$ cat config.mk
export PLATFORM = sky130hd
export DESIGN_NAME = sram_boundary_scan_tap
export DESIGN_NICKNAME = d
export VERILOG_FILES = /design/src/verilog/scan_tap_pkg.sv /design/src/verilog/sram_boundary_scan_tap.sv /design/src/verilog/tck_sampler.sv
export SDC_FILE = /design/constraint.sdc
export NUM_CORES = 1
export LEC_CHECK = 0
export BUFFER_PORTS_ARGS = -buffer_cell sky130_fd_sc_hd__buf_2
export CAP_MARGIN = 20
export CORE_MARGIN = 5
export CORE_UTILIZATION = 54
export DETAILED_ROUTE_END_ITERATION = 10
export PLACE_DENSITY_LB_ADDON = 0.08
export SLEW_MARGIN = 20
export SYNTH_ARGS = -nofsm -noshare
export SYNTH_HDL_FRONTEND = slang
export SYNTH_SLANG_ARGS = --single-unit
$ cat constraint.sdc
create_clock -name clk -period 2.2 [get_ports clk]
set_input_delay 0.33 -clock clk [delete_from_list [all_inputs] [get_ports clk]]
set_output_delay 0.33 -clock clk [all_outputs]
set_load 0.05 [all_outputs]
$ cat src/verilog/scan_tap_pkg.sv
// Constants and types shared by the boundary-scan test port.
// How it works
// - All test inputs are sampled on the rising test clock edge.
// - Serial data out changes only on the falling test clock edge.
// - Controller moves on mode select sampled at each rising edge.
// - Loaded instruction picks the one register between data in and out.
// - Exactly one register sits in the serial path, never two chained.
// - Registers shift toward bit zero; input at top, output from bit zero.
// - Serial output driven only while shifting, floating otherwise.
// - Five high mode select samples return controller to reset.
// - Port reset leaves normal memory operation untouched.
// - Power up resets the controller so serial output floats.
// - Three-bit instruction register loads identify at power up and reset.
// - Instruction capture loads pattern 01 into the two low bits.
// - One-bit bypass register, cleared when bypass executes.
// - Data capture loads pin values into boundary register, then shifts.
// - Boundary chain includes cells for unconnected package positions.
// - Identify instruction captures and shifts the fixed 32-bit code.
// - Instruction bits shift through the instruction register in shift state.
// - New instruction applies only on passing the instruction update state.
// - Float-sample selects boundary register and floats read data bus.
// - Under external test, cell 108 enables read drivers; presets high.
// - External test drives preloaded values onto output pins.
// - Sample/preload snapshots pins while new preload shifts in.
`default_nettype none
package scan_tap_pkg;
	typedef enum {
		TestReset, RunIdle, SelDr, CapDr, ShDr, Ex1Dr, PauseDr, Ex2Dr,
		UpdDr, SelIr, CapIr, ShIr, Ex1Ir, PauseIr, Ex2Ir, UpdIr
	} tap_state_t;
	localparam int IrWidth    = 3;
	localparam int IdWidth    = 32;
	localparam int BsrWidth   = 109;
	localparam int FloatCell  = 108;
	localparam logic [1:0] IrCapture = 2'h1;
	localparam logic [2:0] OpExtest  = 3'h0;
	localparam logic [2:0] OpIdcode  = 3'h1;
	localparam logic [2:0] OpSampleZ = 3'h2;
	localparam logic [2:0] OpSample  = 3'h4;
	localparam logic [2:0] OpBypass  = 3'h7;
endpackage
`default_nettype wire

$ cat src/verilog/sram_boundary_scan_tap.sv
// Boundary-scan test access port of the memory device.
`default_nettype none
module sram_boundary_scan_tap #(
	parameter logic [2:0]  OpExtest  = scan_tap_pkg::OpExtest,
	parameter logic [2:0]  OpIdcode  = scan_tap_pkg::OpIdcode,
	parameter logic [2:0]  OpSampleZ = scan_tap_pkg::OpSampleZ,
	parameter logic [2:0]  OpSample  = scan_tap_pkg::OpSample,
	parameter logic [2:0]  OpBypass  = scan_tap_pkg::OpBypass,
	// Identification code value is arbitrary.
	parameter logic [31:0] IdCode    = 32'h0000_0001,
	parameter int          BsrWidth  = scan_tap_pkg::BsrWidth
) (
	// Clock and power-up reset
	input  wire logic                clk,
	input  wire logic                reset_n,
	// Test pins
	input  wire logic                tck,
	input  wire logic                tms,
	input  wire logic                tdi,
	output logic                     tdo,
	output logic                     tdoOe,
	// Pin ring
	input  wire logic [BsrWidth-1:0] pinValues,
	output logic [BsrWidth-1:0]      pinDrive,
	output logic                     extestActive,
	output logic                     readBusOe
);
	logic                  tmsS;
	logic                  tdiS;
	logic                  rise;
	logic                  fall;
	scan_tap_pkg::tap_state_t state_q;
	scan_tap_pkg::tap_state_t state_d;
	logic [2:0]            irShift_q;
	logic [2:0]            instr_q;
	logic                  bypass_q;
	logic [31:0]           idShift_q;
	logic [BsrWidth-1:0]   bsrShift_q;
	logic [BsrWidth-1:0]   bsrLatch_q;
	logic                  serialBit;
	logic                  tdo_q;
	logic                  tdoOe_q;
	logic                  selBsr;
	logic                  selId;

	tck_sampler sampler (
		.clk     (clk),
		.reset_n (reset_n),
		.tckPin  (tck),
		.tmsPin  (tms),
		.tdiPin  (tdi),
		.tmsSync (tmsS),
		.tdiSync (tdiS),
		.tckRise (rise),
		.tckFall (fall)
	);

	// Controller next state; five high samples reach reset from anywhere.
	always_comb begin
		state_d = state_q;
		case (state_q)
			scan_tap_pkg::TestReset:
				state_d = tmsS ? scan_tap_pkg::TestReset
				               : scan_tap_pkg::RunIdle;
			scan_tap_pkg::RunIdle:
				state_d = tmsS ? scan_tap_pkg::SelDr : scan_tap_pkg::RunIdle;
			scan_tap_pkg::SelDr:
				state_d = tmsS ? scan_tap_pkg::SelIr : scan_tap_pkg::CapDr;
			scan_tap_pkg::CapDr:
				state_d = tmsS ? scan_tap_pkg::Ex1Dr : scan_tap_pkg::ShDr;
			scan_tap_pkg::ShDr:
				state_d = tmsS ? scan_tap_pkg::Ex1Dr : scan_tap_pkg::ShDr;
			scan_tap_pkg::Ex1Dr:
				state_d = tmsS ? scan_tap_pkg::UpdDr : scan_tap_pkg::PauseDr;
			scan_tap_pkg::PauseDr:
				state_d = tmsS ? scan_tap_pkg::Ex2Dr : scan_tap_pkg::PauseDr;
			scan_tap_pkg::Ex2Dr:
				state_d = tmsS ? scan_tap_pkg::UpdDr : scan_tap_pkg::ShDr;
			scan_tap_pkg::UpdDr:
				state_d = tmsS ? scan_tap_pkg::SelDr : scan_tap_pkg::RunIdle;
			scan_tap_pkg::SelIr:
				state_d = tmsS ? scan_tap_pkg::TestReset
				               : scan_tap_pkg::CapIr;
			scan_tap_pkg::CapIr:
				state_d = tmsS ? scan_tap_pkg::Ex1Ir : scan_tap_pkg::ShIr;
			scan_tap_pkg::ShIr:
				state_d = tmsS ? scan_tap_pkg::Ex1Ir : scan_tap_pkg::ShIr;
			scan_tap_pkg::Ex1Ir:
				state_d = tmsS ? scan_tap_pkg::UpdIr : scan_tap_pkg::PauseIr;
			scan_tap_pkg::PauseIr:
				state_d = tmsS ? scan_tap_pkg::Ex2Ir : scan_tap_pkg::PauseIr;
			scan_tap_pkg::Ex2Ir:
				state_d = tmsS ? scan_tap_pkg::UpdIr : scan_tap_pkg::ShIr;
			scan_tap_pkg::UpdIr:
				state_d = tmsS ? scan_tap_pkg::SelDr : scan_tap_pkg::RunIdle;
			default:
				state_d = scan_tap_pkg::TestReset;
		endcase
	end

	// The port reset only touches test logic, so memory traffic runs on.
	always_ff @(posedge clk) begin
		if (!reset_n) begin
			state_q <= scan_tap_pkg::TestReset;
		end else if (rise) begin
			state_q <= state_d;
		end
	end

	// Instruction shift and update.
	always_ff @(posedge clk) begin
		if (!reset_n) begin
			irShift_q <= 3'h0;
			instr_q   <= OpIdcode;
		end else if (rise && state_d == scan_tap_pkg::TestReset) begin
			// Load on entry, so the reset instruction is live at once.
			instr_q <= OpIdcode;
		end else if (rise) begin
			case (state_q)
				scan_tap_pkg::TestReset: begin
					instr_q <= OpIdcode;
				end
				scan_tap_pkg::CapIr: begin
					irShift_q <= {1'b0, scan_tap_pkg::IrCapture};
				end
				scan_tap_pkg::ShIr: begin
					irShift_q <= {tdiS, irShift_q[2:1]};
				end
				scan_tap_pkg::UpdIr: begin
					instr_q <= irShift_q;
				end
				default: begin
					instr_q <= instr_q;
				end
			endcase
		end
	end

	// Reserved opcodes fall through to the bypass path.
	assign selBsr = (instr_q == OpExtest) || (instr_q == OpSample)
	              || (instr_q == OpSampleZ);
	assign selId  = (instr_q == OpIdcode);

	// Data registers; only the selected one captures and shifts.
	always_ff @(posedge clk) begin
		if (!reset_n) begin
			bypass_q   <= 1'b0;
			idShift_q  <= 32'h0;
			bsrShift_q <= '0;
		end else if (rise) begin
			if (state_q == scan_tap_pkg::CapDr) begin
				if (selBsr) begin
					bsrShift_q <= pinValues;
				end else if (selId) begin
					idShift_q <= IdCode;
				end else begin
					bypass_q <= 1'b0;
				end
			end else if (state_q == scan_tap_pkg::ShDr) begin
				if (selBsr) begin
					bsrShift_q <= {tdiS, bsrShift_q[BsrWidth-1:1]};
				end else if (selId) begin
					idShift_q <= {tdiS, idShift_q[31:1]};
				end else begin
					bypass_q <= tdiS;
				end
			end
		end
	end

	// Preload latch; the float cell presets high so reads drive by default.
	always_ff @(posedge clk) begin
		if (!reset_n) begin
			bsrLatch_q <= '0;
			bsrLatch_q[scan_tap_pkg::FloatCell] <= 1'b1;
		end else if (rise) begin
			if (state_d == scan_tap_pkg::TestReset) begin
				bsrLatch_q[scan_tap_pkg::FloatCell] <= 1'b1;
			end else if (state_q == scan_tap_pkg::UpdDr && selBsr) begin
				bsrLatch_q <= bsrShift_q;
			end
		end
	end

	// One source feeds the serial output at a time.
	always_comb begin
		case (state_q)
			scan_tap_pkg::ShIr: serialBit = irShift_q[0];
			default: begin
				if (selBsr) begin
					serialBit = bsrShift_q[0];
				end else if (selId) begin
					serialBit = idShift_q[0];
				end else begin
					serialBit = bypass_q;
				end
			end
		endcase
	end

	// Output moves on the falling edge, giving the far end a half period.
	always_ff @(posedge clk) begin
		if (!reset_n) begin
			tdo_q   <= 1'b1;
			tdoOe_q <= 1'b0;
		end else if (fall) begin
			tdo_q   <= serialBit;
			tdoOe_q <= (state_q == scan_tap_pkg::ShDr)
			        || (state_q == scan_tap_pkg::ShIr);
		end
	end

	assign tdo          = tdo_q;
	assign tdoOe        = tdoOe_q;
	assign pinDrive     = bsrLatch_q;
	assign extestActive = (instr_q == OpExtest);
	assign readBusOe    = (instr_q == OpSampleZ) ? 1'b0
	                    : extestActive
	                    ? bsrLatch_q[scan_tap_pkg::FloatCell]
	                    : 1'b1;
endmodule
`default_nettype wire

$ cat src/verilog/tck_sampler.sv
// Two-stage synchroniser with rising and falling edge detect for the test clock.
`default_nettype none
module tck_sampler (
	// Clock and reset
	input  wire logic clk,
	input  wire logic reset_n,
	// Raw test pins
	input  wire logic tckPin,
	input  wire logic tmsPin,
	input  wire logic tdiPin,
	// Synchronised values and edge strobes
	output logic      tmsSync,
	output logic      tdiSync,
	output logic      tckRise,
	output logic      tckFall
);
	logic [1:0] tckMeta_q;
	logic [1:0] tmsMeta_q;
	logic [1:0] tdiMeta_q;
	logic       tckLast_q;

	always_ff @(posedge clk) begin
		if (!reset_n) begin
			tckMeta_q <= 2'h0;
			tmsMeta_q <= 2'h3;
			tdiMeta_q <= 2'h3;
			tckLast_q <= 1'b0;
		end else begin
			tckMeta_q <= {tckMeta_q[0], tckPin};
			tmsMeta_q <= {tmsMeta_q[0], tmsPin};
			tdiMeta_q <= {tdiMeta_q[0], tdiPin};
			tckLast_q <= tckMeta_q[1];
		end
	end

	assign tmsSync = tmsMeta_q[1];
	assign tdiSync = tdiMeta_q[1];
	assign tckRise = tckMeta_q[1] & ~tckLast_q;
	assign tckFall = ~tckMeta_q[1] & tckLast_q;
endmodule
`default_nettype wire

==> results.md, run 1 <==
- Status: finished clean
- Most common flop cell mapped by yosys: dfxtp_1
- Family with the most delay on the worst path: compound AO/OA/AOI/OAI gates
- Routed wire length: roughly 28000 µm
- Synth Register Bits: 270
- Netlist cell types: 46
- Slowest cell on the critical path: or3b_4
- Worst Path Buf+Inv: 3
- Arr. time, crit path: about 2.6 ns
- Initial antenna violation count: 3
- Pin count of the biggest net entering global routing: 93
- Hold Startpoint: pinValues[53]
- Most used cell, CP: buf_4
- CTS Buffer Depth: 3
- WHS Endpoint: bsrShift_q[53]$_SDFFE_PN0P_
- GRT Residual Overflow: 0
- Slew margin rel.: 0.5256
- GPL Wtd Cong: between 0.8 and 0.9
- Root buffer cell: clkbuf_16
- H-Tree Depth: 1
- Die Ht: 150.2 µm
- Period utilization: 0.9825
- Num rows: 51
- Total Routing Usage GR: 0.2294
- Cts bufs inserted: 29
- Power per Cell Area: approximately 760 mW/mm²
- Peak supply drop: around 0.00052 V
- Min Tclk post-route: around 2.2 ns
- Final hold vios: 0
- Placed cells: 1754
- Crit end category: flip-flop
- Clock Skew: 0.01458 ns
- Asr flop ratio synth: 0
- Reg2Reg Depth: 7
- CTS tree: built
- Placed Area: approximately 0.012 mm²
- Stages on worst setup path: 7
- Hold path depth: 3
- Clk slew on worst S/H paths: approximately 0.060 ns
- Share of post-route cells with drive strength above 1: 0.2154
- EDFF count, synth: 0
- Cells after Synth: about 1.3k
- Fmax: ~460 MHz
- Fill cells: about 1.7k
- Yosys warning count: 0
- Routed via count: 10.01k
- CP max FO: 23
- # port buffers: approximately 230
- Syn nets: ~1.5k
- Final ANT Viol Nets: 0
- DP Worst Slack: just under 0.07 ns
- Reg2Reg Setup Slack: roughly 0.039 ns
- Final Cell Area: 0.01321 mm²
- Crit start category: flip-flop
- First-pass DRT Iterations: 5
- CP peak stage delay: 0.43 ns
- Starting Density: 0.5469
- Final cell count without fillers: between 1.5k and 2k
- WL per Instance: ~15 µm
- Post-synthesis average cell area: approximately 7.9 µm²
- Via density: 5.494
- Fin. max-slew vios: 0
- Die span in x: between 150 and 200 µm
- CP required: 2.63 ns
- Die area: between 0.02 and 0.025 mm²
- First-pass GRT wire length: 43730 µm
- Leakage power: between 4 and 5 nW
- Critical-path cell list: or3b_4, a2111oi_4, buf_4, buf_4, buf_6, nor2_1, a311oi_1
- CTS sink count: between 200 and 300
- Post-synthesis sequential area ratio: 0.5095
- DRT iter0 DRCs: roughly 770
- Drc violations: 0
- Setup Viol. Count Final: 0
- Detailed Place HPWL: between 15000 and 20000 µm
- Critical path class: reg2reg
- Area grow syn2layout: 24.48%
- Cell Area, Synth: roughly 0.011 mm²
- Worst-Skew Late Latency: between 0.5 and 0.6 ns
- Nets: roughly 1.6k
- PnR worst setup slack: between 0.03 and 0.04 ns
- Worst slew pin tran: between 0.7 and 0.8 ns
- I/O Pins: between 200 and 250
- Reg-to-Reg Start: state_q[2]$_SDFFE_PN0P_
- Max cap viols: 0
- Core Region: 0.01940 mm²
- Reg2reg end: bsrShift_q[57]$_SDFFE_PN0P_
- Number of global-route vias before repair: between 8k and 9k
- Worst hold path type: in2reg
kinds of logic after synthesis:
| logic type | share of synthesized area |
|---|---|
| AOI/OAI and AO/OA | 0.1854 |
| xor gates and xnor gates | 0.002477 |
| buffers and inverters | 0.05425 |
| DFF | 0.5095 |
| muxes | 0.0009435 |
| and+or+nand+nor | 0.2474 |
power breakdown:
| part | internal (mW) | switching (mW) | leakage [nW] |
|---|---|---|---|
| combinational | 0.130 | 0.184 | 2.00 |
| sequential | 4.90 | 0.0102 | 2.18 |
| clock | 2.86 | 1.92 | 0.483 |
per-stage QoR:
| step | TNS, ns | util | power, mW | hold slack [ns] |
|---|---|---|---|---|
| finish | 0 | 0.6808 | 10.01 | 0.05006 |
| global route | -0.2582 | 0.6808 | 10.36 | 0.03515 |
| CTS | 0 | 0.6718 | 10.09 | 0.02911 |
| detailed placement | 0 | 0.6207 | 5.323 | 0.3939 |
| global placement | 0 | 0.6207 | 5.326 | 0.3875 |
| floorplan | 0 | - | 5.154 | 0.3863 |
routing by layer:
| layer | share of wire | vias to the layer above | GRT usage |
|---|---|---|---|
| met2 | 0.48 | 327 | 0.3735 |
| met1 | 0.43 | 4667 | 0.3203 |
| met5 | 0.00046 | - | 0 |
| met3 | 0.074 | 38 | 0.03793 |
| li1 | - | 4976 | - |
| met4 | 0.017 | 2 | 0.05672 |
cells in the mapped netlist, types with 3 or more instances:
| library cell | instances | area [µm²] |
|---|---|---|
| nand3_1 | 65 | 325.3 |
| o211ai_1 | 4 | 30.03 |
| nand2_1 | 436 | 1637 |
| inv_1 | 5 | 18.77 |
| buf_2 | 13 | 65.06 |
| a31oi_1 | 3 | 18.77 |
| a311oi_1 | 109 | 954.7 |
| nor3_1 | 9 | 45.04 |
| o21ai_1 | 30 | 150.1 |
| buf_4 | 9 | 67.56 |
| and2_1 | 3 | 18.77 |
| buf_6 | 5 | 56.30 |
| dfxtp_1 | 270 | 5405 |
| nor2b_1 | 3 | 18.77 |
| nor2_1 | 121 | 454.2 |
| buf_1 | 10 | 37.54 |
| a22oi_1 | 4 | 30.03 |
| o21ai_0 | 11 | 55.05 |
| nand2b_1 | 5 | 31.28 |
| clkbuf_1 | 87 | 326.6 |
| a21oi_1 | 113 | 565.5 |
cell type report:
type	count	area (µm²)	share of cell area
Inverter	6	27.53	0.002084
Antenna cell	2	5.005	0.0003790
Clock inverter	11	86.33	0.006537
Multi-Input combinational cell	948	4647	0.3519
Clock buffer	42	874.6	0.06622
Timing Repair Buffer	278	1828	0.1384
Tap cell	265	331.6	0.02511
Sequential cell	270	5406	0.4094
cell usage in the layout (no fill, tap or decap), types with 3 or more instances in the layout:
master / count
nor3_1: 9
nor2_1: 121
buf_4: 25
clkinv_2: 8
and2_1: 3
dlygate4sd3_1: 3
buf_2: 226
clkbuf_8: 11
clkbuf_16: 33
o21ai_0: 11
a22oi_1: 4
a21oi_1: 113
nand2b_1: 5
buf_12: 15
o211ai_1: 4
o21ai_1: 30
inv_1: 5
clkbuf_1: 3
nand2_1: 436
a311oi_1: 108
nor2b_1: 3
nand3_1: 65
a31oi_1: 3
dfxtp_1: 269
sequential cells by signal (all words and copies together) (netlist names):
signal,cells
bsrShift_q,109
bypass_q,1
idShift_q,32
instr_q,3
irShift_q,3
pinDrive,109
sampler.tckLast_q,1
sampler.tckMeta_q,2
sampler.tdiMeta_q,2
sampler.tmsMeta_q,2
state_q,4
tdo,1
tdoOe,1
tightest hold or removal path, delay by kind of cell:
| family | cells | cell delay (ns) |
|---|---|---|
| AOI/OAI and AO/OA | 1 | 0.07 |
| buffers and inverters | 1 | 0.10 |
| and+or+nand+nor | 1 | 0.04 |
timing repair:
action | in CTS | in global routing
setup buffers | 0 | 5
gates resized for setup | 0 | 8
hold endpoints to repair | 3 | 0
hold buffers | 3 | 0
endpoints found under the setup margin | 0 | 81
worst max path at each step:
stage | start | endpoint | slack (ns)
floorplan | pinDrive[108]$_SDFFE_PN1P_ | readBusOe | 0.05
global placement | state_q[2]$_SDFFE_PN0P_ | bsrShift_q[81]$_SDFFE_PN0P_ | 0.16
detailed placement | state_q[2]$_SDFFE_PN0P_ | bsrShift_q[82]$_SDFFE_PN0P_ | 0.07
CTS | state_q[2]$_SDFFE_PN0P_ | bsrShift_q[82]$_SDFFE_PN0P_ | 0.05
global route | state_q[2]$_SDFFE_PN0P_ | bsrShift_q[82]$_SDFFE_PN0P_ | -0.03
finish | state_q[2]$_SDFFE_PN0P_ | bsrShift_q[57]$_SDFFE_PN0P_ | 0.04
Note: power is estimated with default switching activity, not from simulation.
==> run 2: changes to the inputs <==
--- a/config.mk
+++ b/config.mk
@@ -5,10 +5,11 @@
 export SDC_FILE = /design/constraint.sdc
 export NUM_CORES = 1
 export LEC_CHECK = 0
+export ABC_CLOCK_PERIOD_IN_PS = 2200
 export BUFFER_PORTS_ARGS = -buffer_cell sky130_fd_sc_hd__buf_2
 export CAP_MARGIN = 20
 export CORE_MARGIN = 5
-export CORE_UTILIZATION = 54
+export CORE_UTILIZATION = 45
 export DETAILED_ROUTE_END_ITERATION = 10
 export PLACE_DENSITY_LB_ADDON = 0.08
 export SLEW_MARGIN = 20
==> results.md, run 2 (same netlist as run 1, synthesis figures left out) <==
- Status: finished clean
- Fill cells: around 2.3k
- Detailed Place HPWL: roughly 18000 µm
- H-Tree Depth: 1
- DRT iter0 DRCs: between 600 and 700
- Die area: roughly 0.027 mm²
- I/O Pins: around 230
- First-pass GRT wire length: between 40000 and 50000 µm
- Min Tclk post-route: 2.114 ns
- Fmax: approximately 470 MHz
- # port buffers: between 200 and 250
- CTS tree: built
- Num rows: 56
- Crit start category: flip-flop
- CTS sink count: between 200 and 300
- Pin count of the biggest net entering global routing: 109
- Critical path class: reg2reg
- Slowest cell on the critical path: a2111oi_4
- CP max FO: 53
- Critical-path cell list: or3b_4, a2111oi_4, buf_4, buf_8, a311oi_1
- GPL Wtd Cong: 0.7551
- Final Cell Area: ~0.013 mm²
- Most common cell after layout, fill and taps aside: nand2_1
- Root buffer cell: clkbuf_16
- Fin. max-slew vios: 0
- WL per Instance: ~15 µm
- Drc violations: 0
- Worst Path Buf+Inv: 2
- RSZ-0062 raised after global routing: true
- Logic pwr share: 0.029
- Sw frac: 0.2064
- Reg power frac: 0.464
- Final hold vios: 0
- End-of-flow core utilization: 0.5631
- CP peak stage delay: 0.51 ns
- Leakage power: between 4 and 5 nW
- Multi-input logic area: 0.004641 mm²
- Number of global-route vias before repair: approximately 9k
- Area grow syn2layout: 23.85%
- Family with the most delay on the worst path: compound AO/OA/AOI/OAI gates
- CP required: 2.60 ns
- Routed wire length: roughly 28000 µm
- Period utilization: 0.9609
- Die span in x: between 150 and 200 µm
- Final ANT Viol Nets: 0
- Crit end category: flip-flop
- Worst slew pin tran: between 0.6 and 0.7 ns
- Sequential cell area: 0.005405 mm²
- Placed Area: ~0.012 mm²
- Core Region: between 0.02 and 0.025 mm²
- Total Routing Usage GR: 0.1998
- CTS Buffer Depth: 3
- Setup Viol. Count Final: 0
- Net load switching power: between 2 and 2.5 mW
- Peak supply drop: just over 0.0006 V
- Share of post-route cells with drive strength above 1: 0.2066
- Cts bufs inserted: 29
- Most frequent cells in the layout: 436 x nand2_1, 270 x dfxtp_1, 226 x buf_2, 121 x nor2_1, 113 x a21oi_1
- Die Ht: between 150 and 200 µm
- Routed via count: 9800
- GRT Residual Overflow: 0
- First-pass DRT Iterations: 5
- Arr. time, crit path: between 2 and 3 ns
- Max cap viols: 0
- Power per Cell Area: 804.3 mW/mm²
- Starting Density: 0.4547
- Initial antenna violation count: 2
- Clock power share: 0.506
- Via density: ~5.3
- Internal power: 8.387 mW
- Worst-Skew Late Latency: roughly 0.54 ns
- Nets: between 1.5k and 2k
- Worst hold path type: in2reg
- Clock Skew: roughly 0.0082 ns
- Clk slew on worst S/H paths: ~0.060 ns
- Slew margin rel.: 0.5526
-- run 2: changes by cell type in the layout (fill, tap and decap cells not counted), sizes merged --
cell	delta
clkinv	-4
buf	-13
diode	+1
clkbuf	-4
clkinvlp	+1
bufinv	+4
-- run 2: metrics by stage --
step                      power (mW)  setup slack, ns  hold slack [ns]   TNS, ns  instances
after global placement         5.326           0.1546           0.3879         0       1799
final                          10.57          0.08595          0.05151         0       1861
after floorplan                5.154          0.04802           0.3863         0       1348
after CTS                      10.69           0.1020          0.02532         0       1856
after detailed placement       5.321           0.1240           0.3968         0       1799
after global routing           10.95         -0.02400          0.03531  -0.02400       1860
-- run 2: final cells by class --
type | count | area share
Timing Repair Buffer | 261 | 0.1203
Clock inverter | 12 | 0.01476
Inverter | 6 | 0.002095
Antenna cell | 3 | 0.0005714
Sequential cell | 270 | 0.4114
Clock buffer | 42 | 0.06733
Tap cell | 319 | 0.03038
Multi-Input combinational cell | 948 | 0.3532
-- run 2: power by group through the flow --
stage / sequential (mW) / combinational (mW) / clock (mW)
floorplan: 5.02 / 0.137 / 0
global placement: 5.02 / 0.311 / 0
detailed placement: 5.02 / 0.306 / 0
CTS: 4.91 / 0.311 / 5.47
global route: 4.90 / 0.338 / 5.70
finish: 4.91 / 0.309 / 5.35
-- run 2: worst register-to-register path, cell delays in order (launching register included) --
cell and delay (ns):
dfxtp_1 0.34, or3b_4 0.41, a2111oi_4 0.51, buf_4 0.21, buf_8 0.32, a311oi_1 0.18
-- run 2: what timing repair did --
item / in CTS / in global routing
setup endpoints to repair: 0 / 3
buffers inserted: 0 / 1
gates resized for setup: 0 / 4
endpoints found under the hold margin: 3 / 0
hold buffers: 3 / 0
-- run 2: worst paths after layout --
| kind | from | to | slack (ns) | cells after the start |
|---|---|---|---|---|
| min reg2reg | sampler.tmsMeta_q[0]$_SDFF_PN1_ | sampler.tmsMeta_q[1]$_SDFF_PN1_ | 0.41 | 1 |
| max | state_q[2]$_SDFFE_PN0P_ | bsrShift_q[39]$_SDFFE_PN0P_ | 0.09 | 5 |
| max reg2reg | state_q[2]$_SDFFE_PN0P_ | bsrShift_q[39]$_SDFFE_PN0P_ | 0.09 | 5 |
| min | pinValues[47] | bsrShift_q[47]$_SDFFE_PN0P_ | 0.05 | 3 |
-- run 2: routing by layer --
metal | vias up | global-route usage | share of wire
met1 | 4570 | 0.2796 | 0.47
li1 | 4944 | - | -
met5 | - | 0 | 0
met4 | 0 | 0.05337 | 0.019
met2 | 250 | 0.3215 | 0.45
met3 | 36 | 0.03306 | 0.059
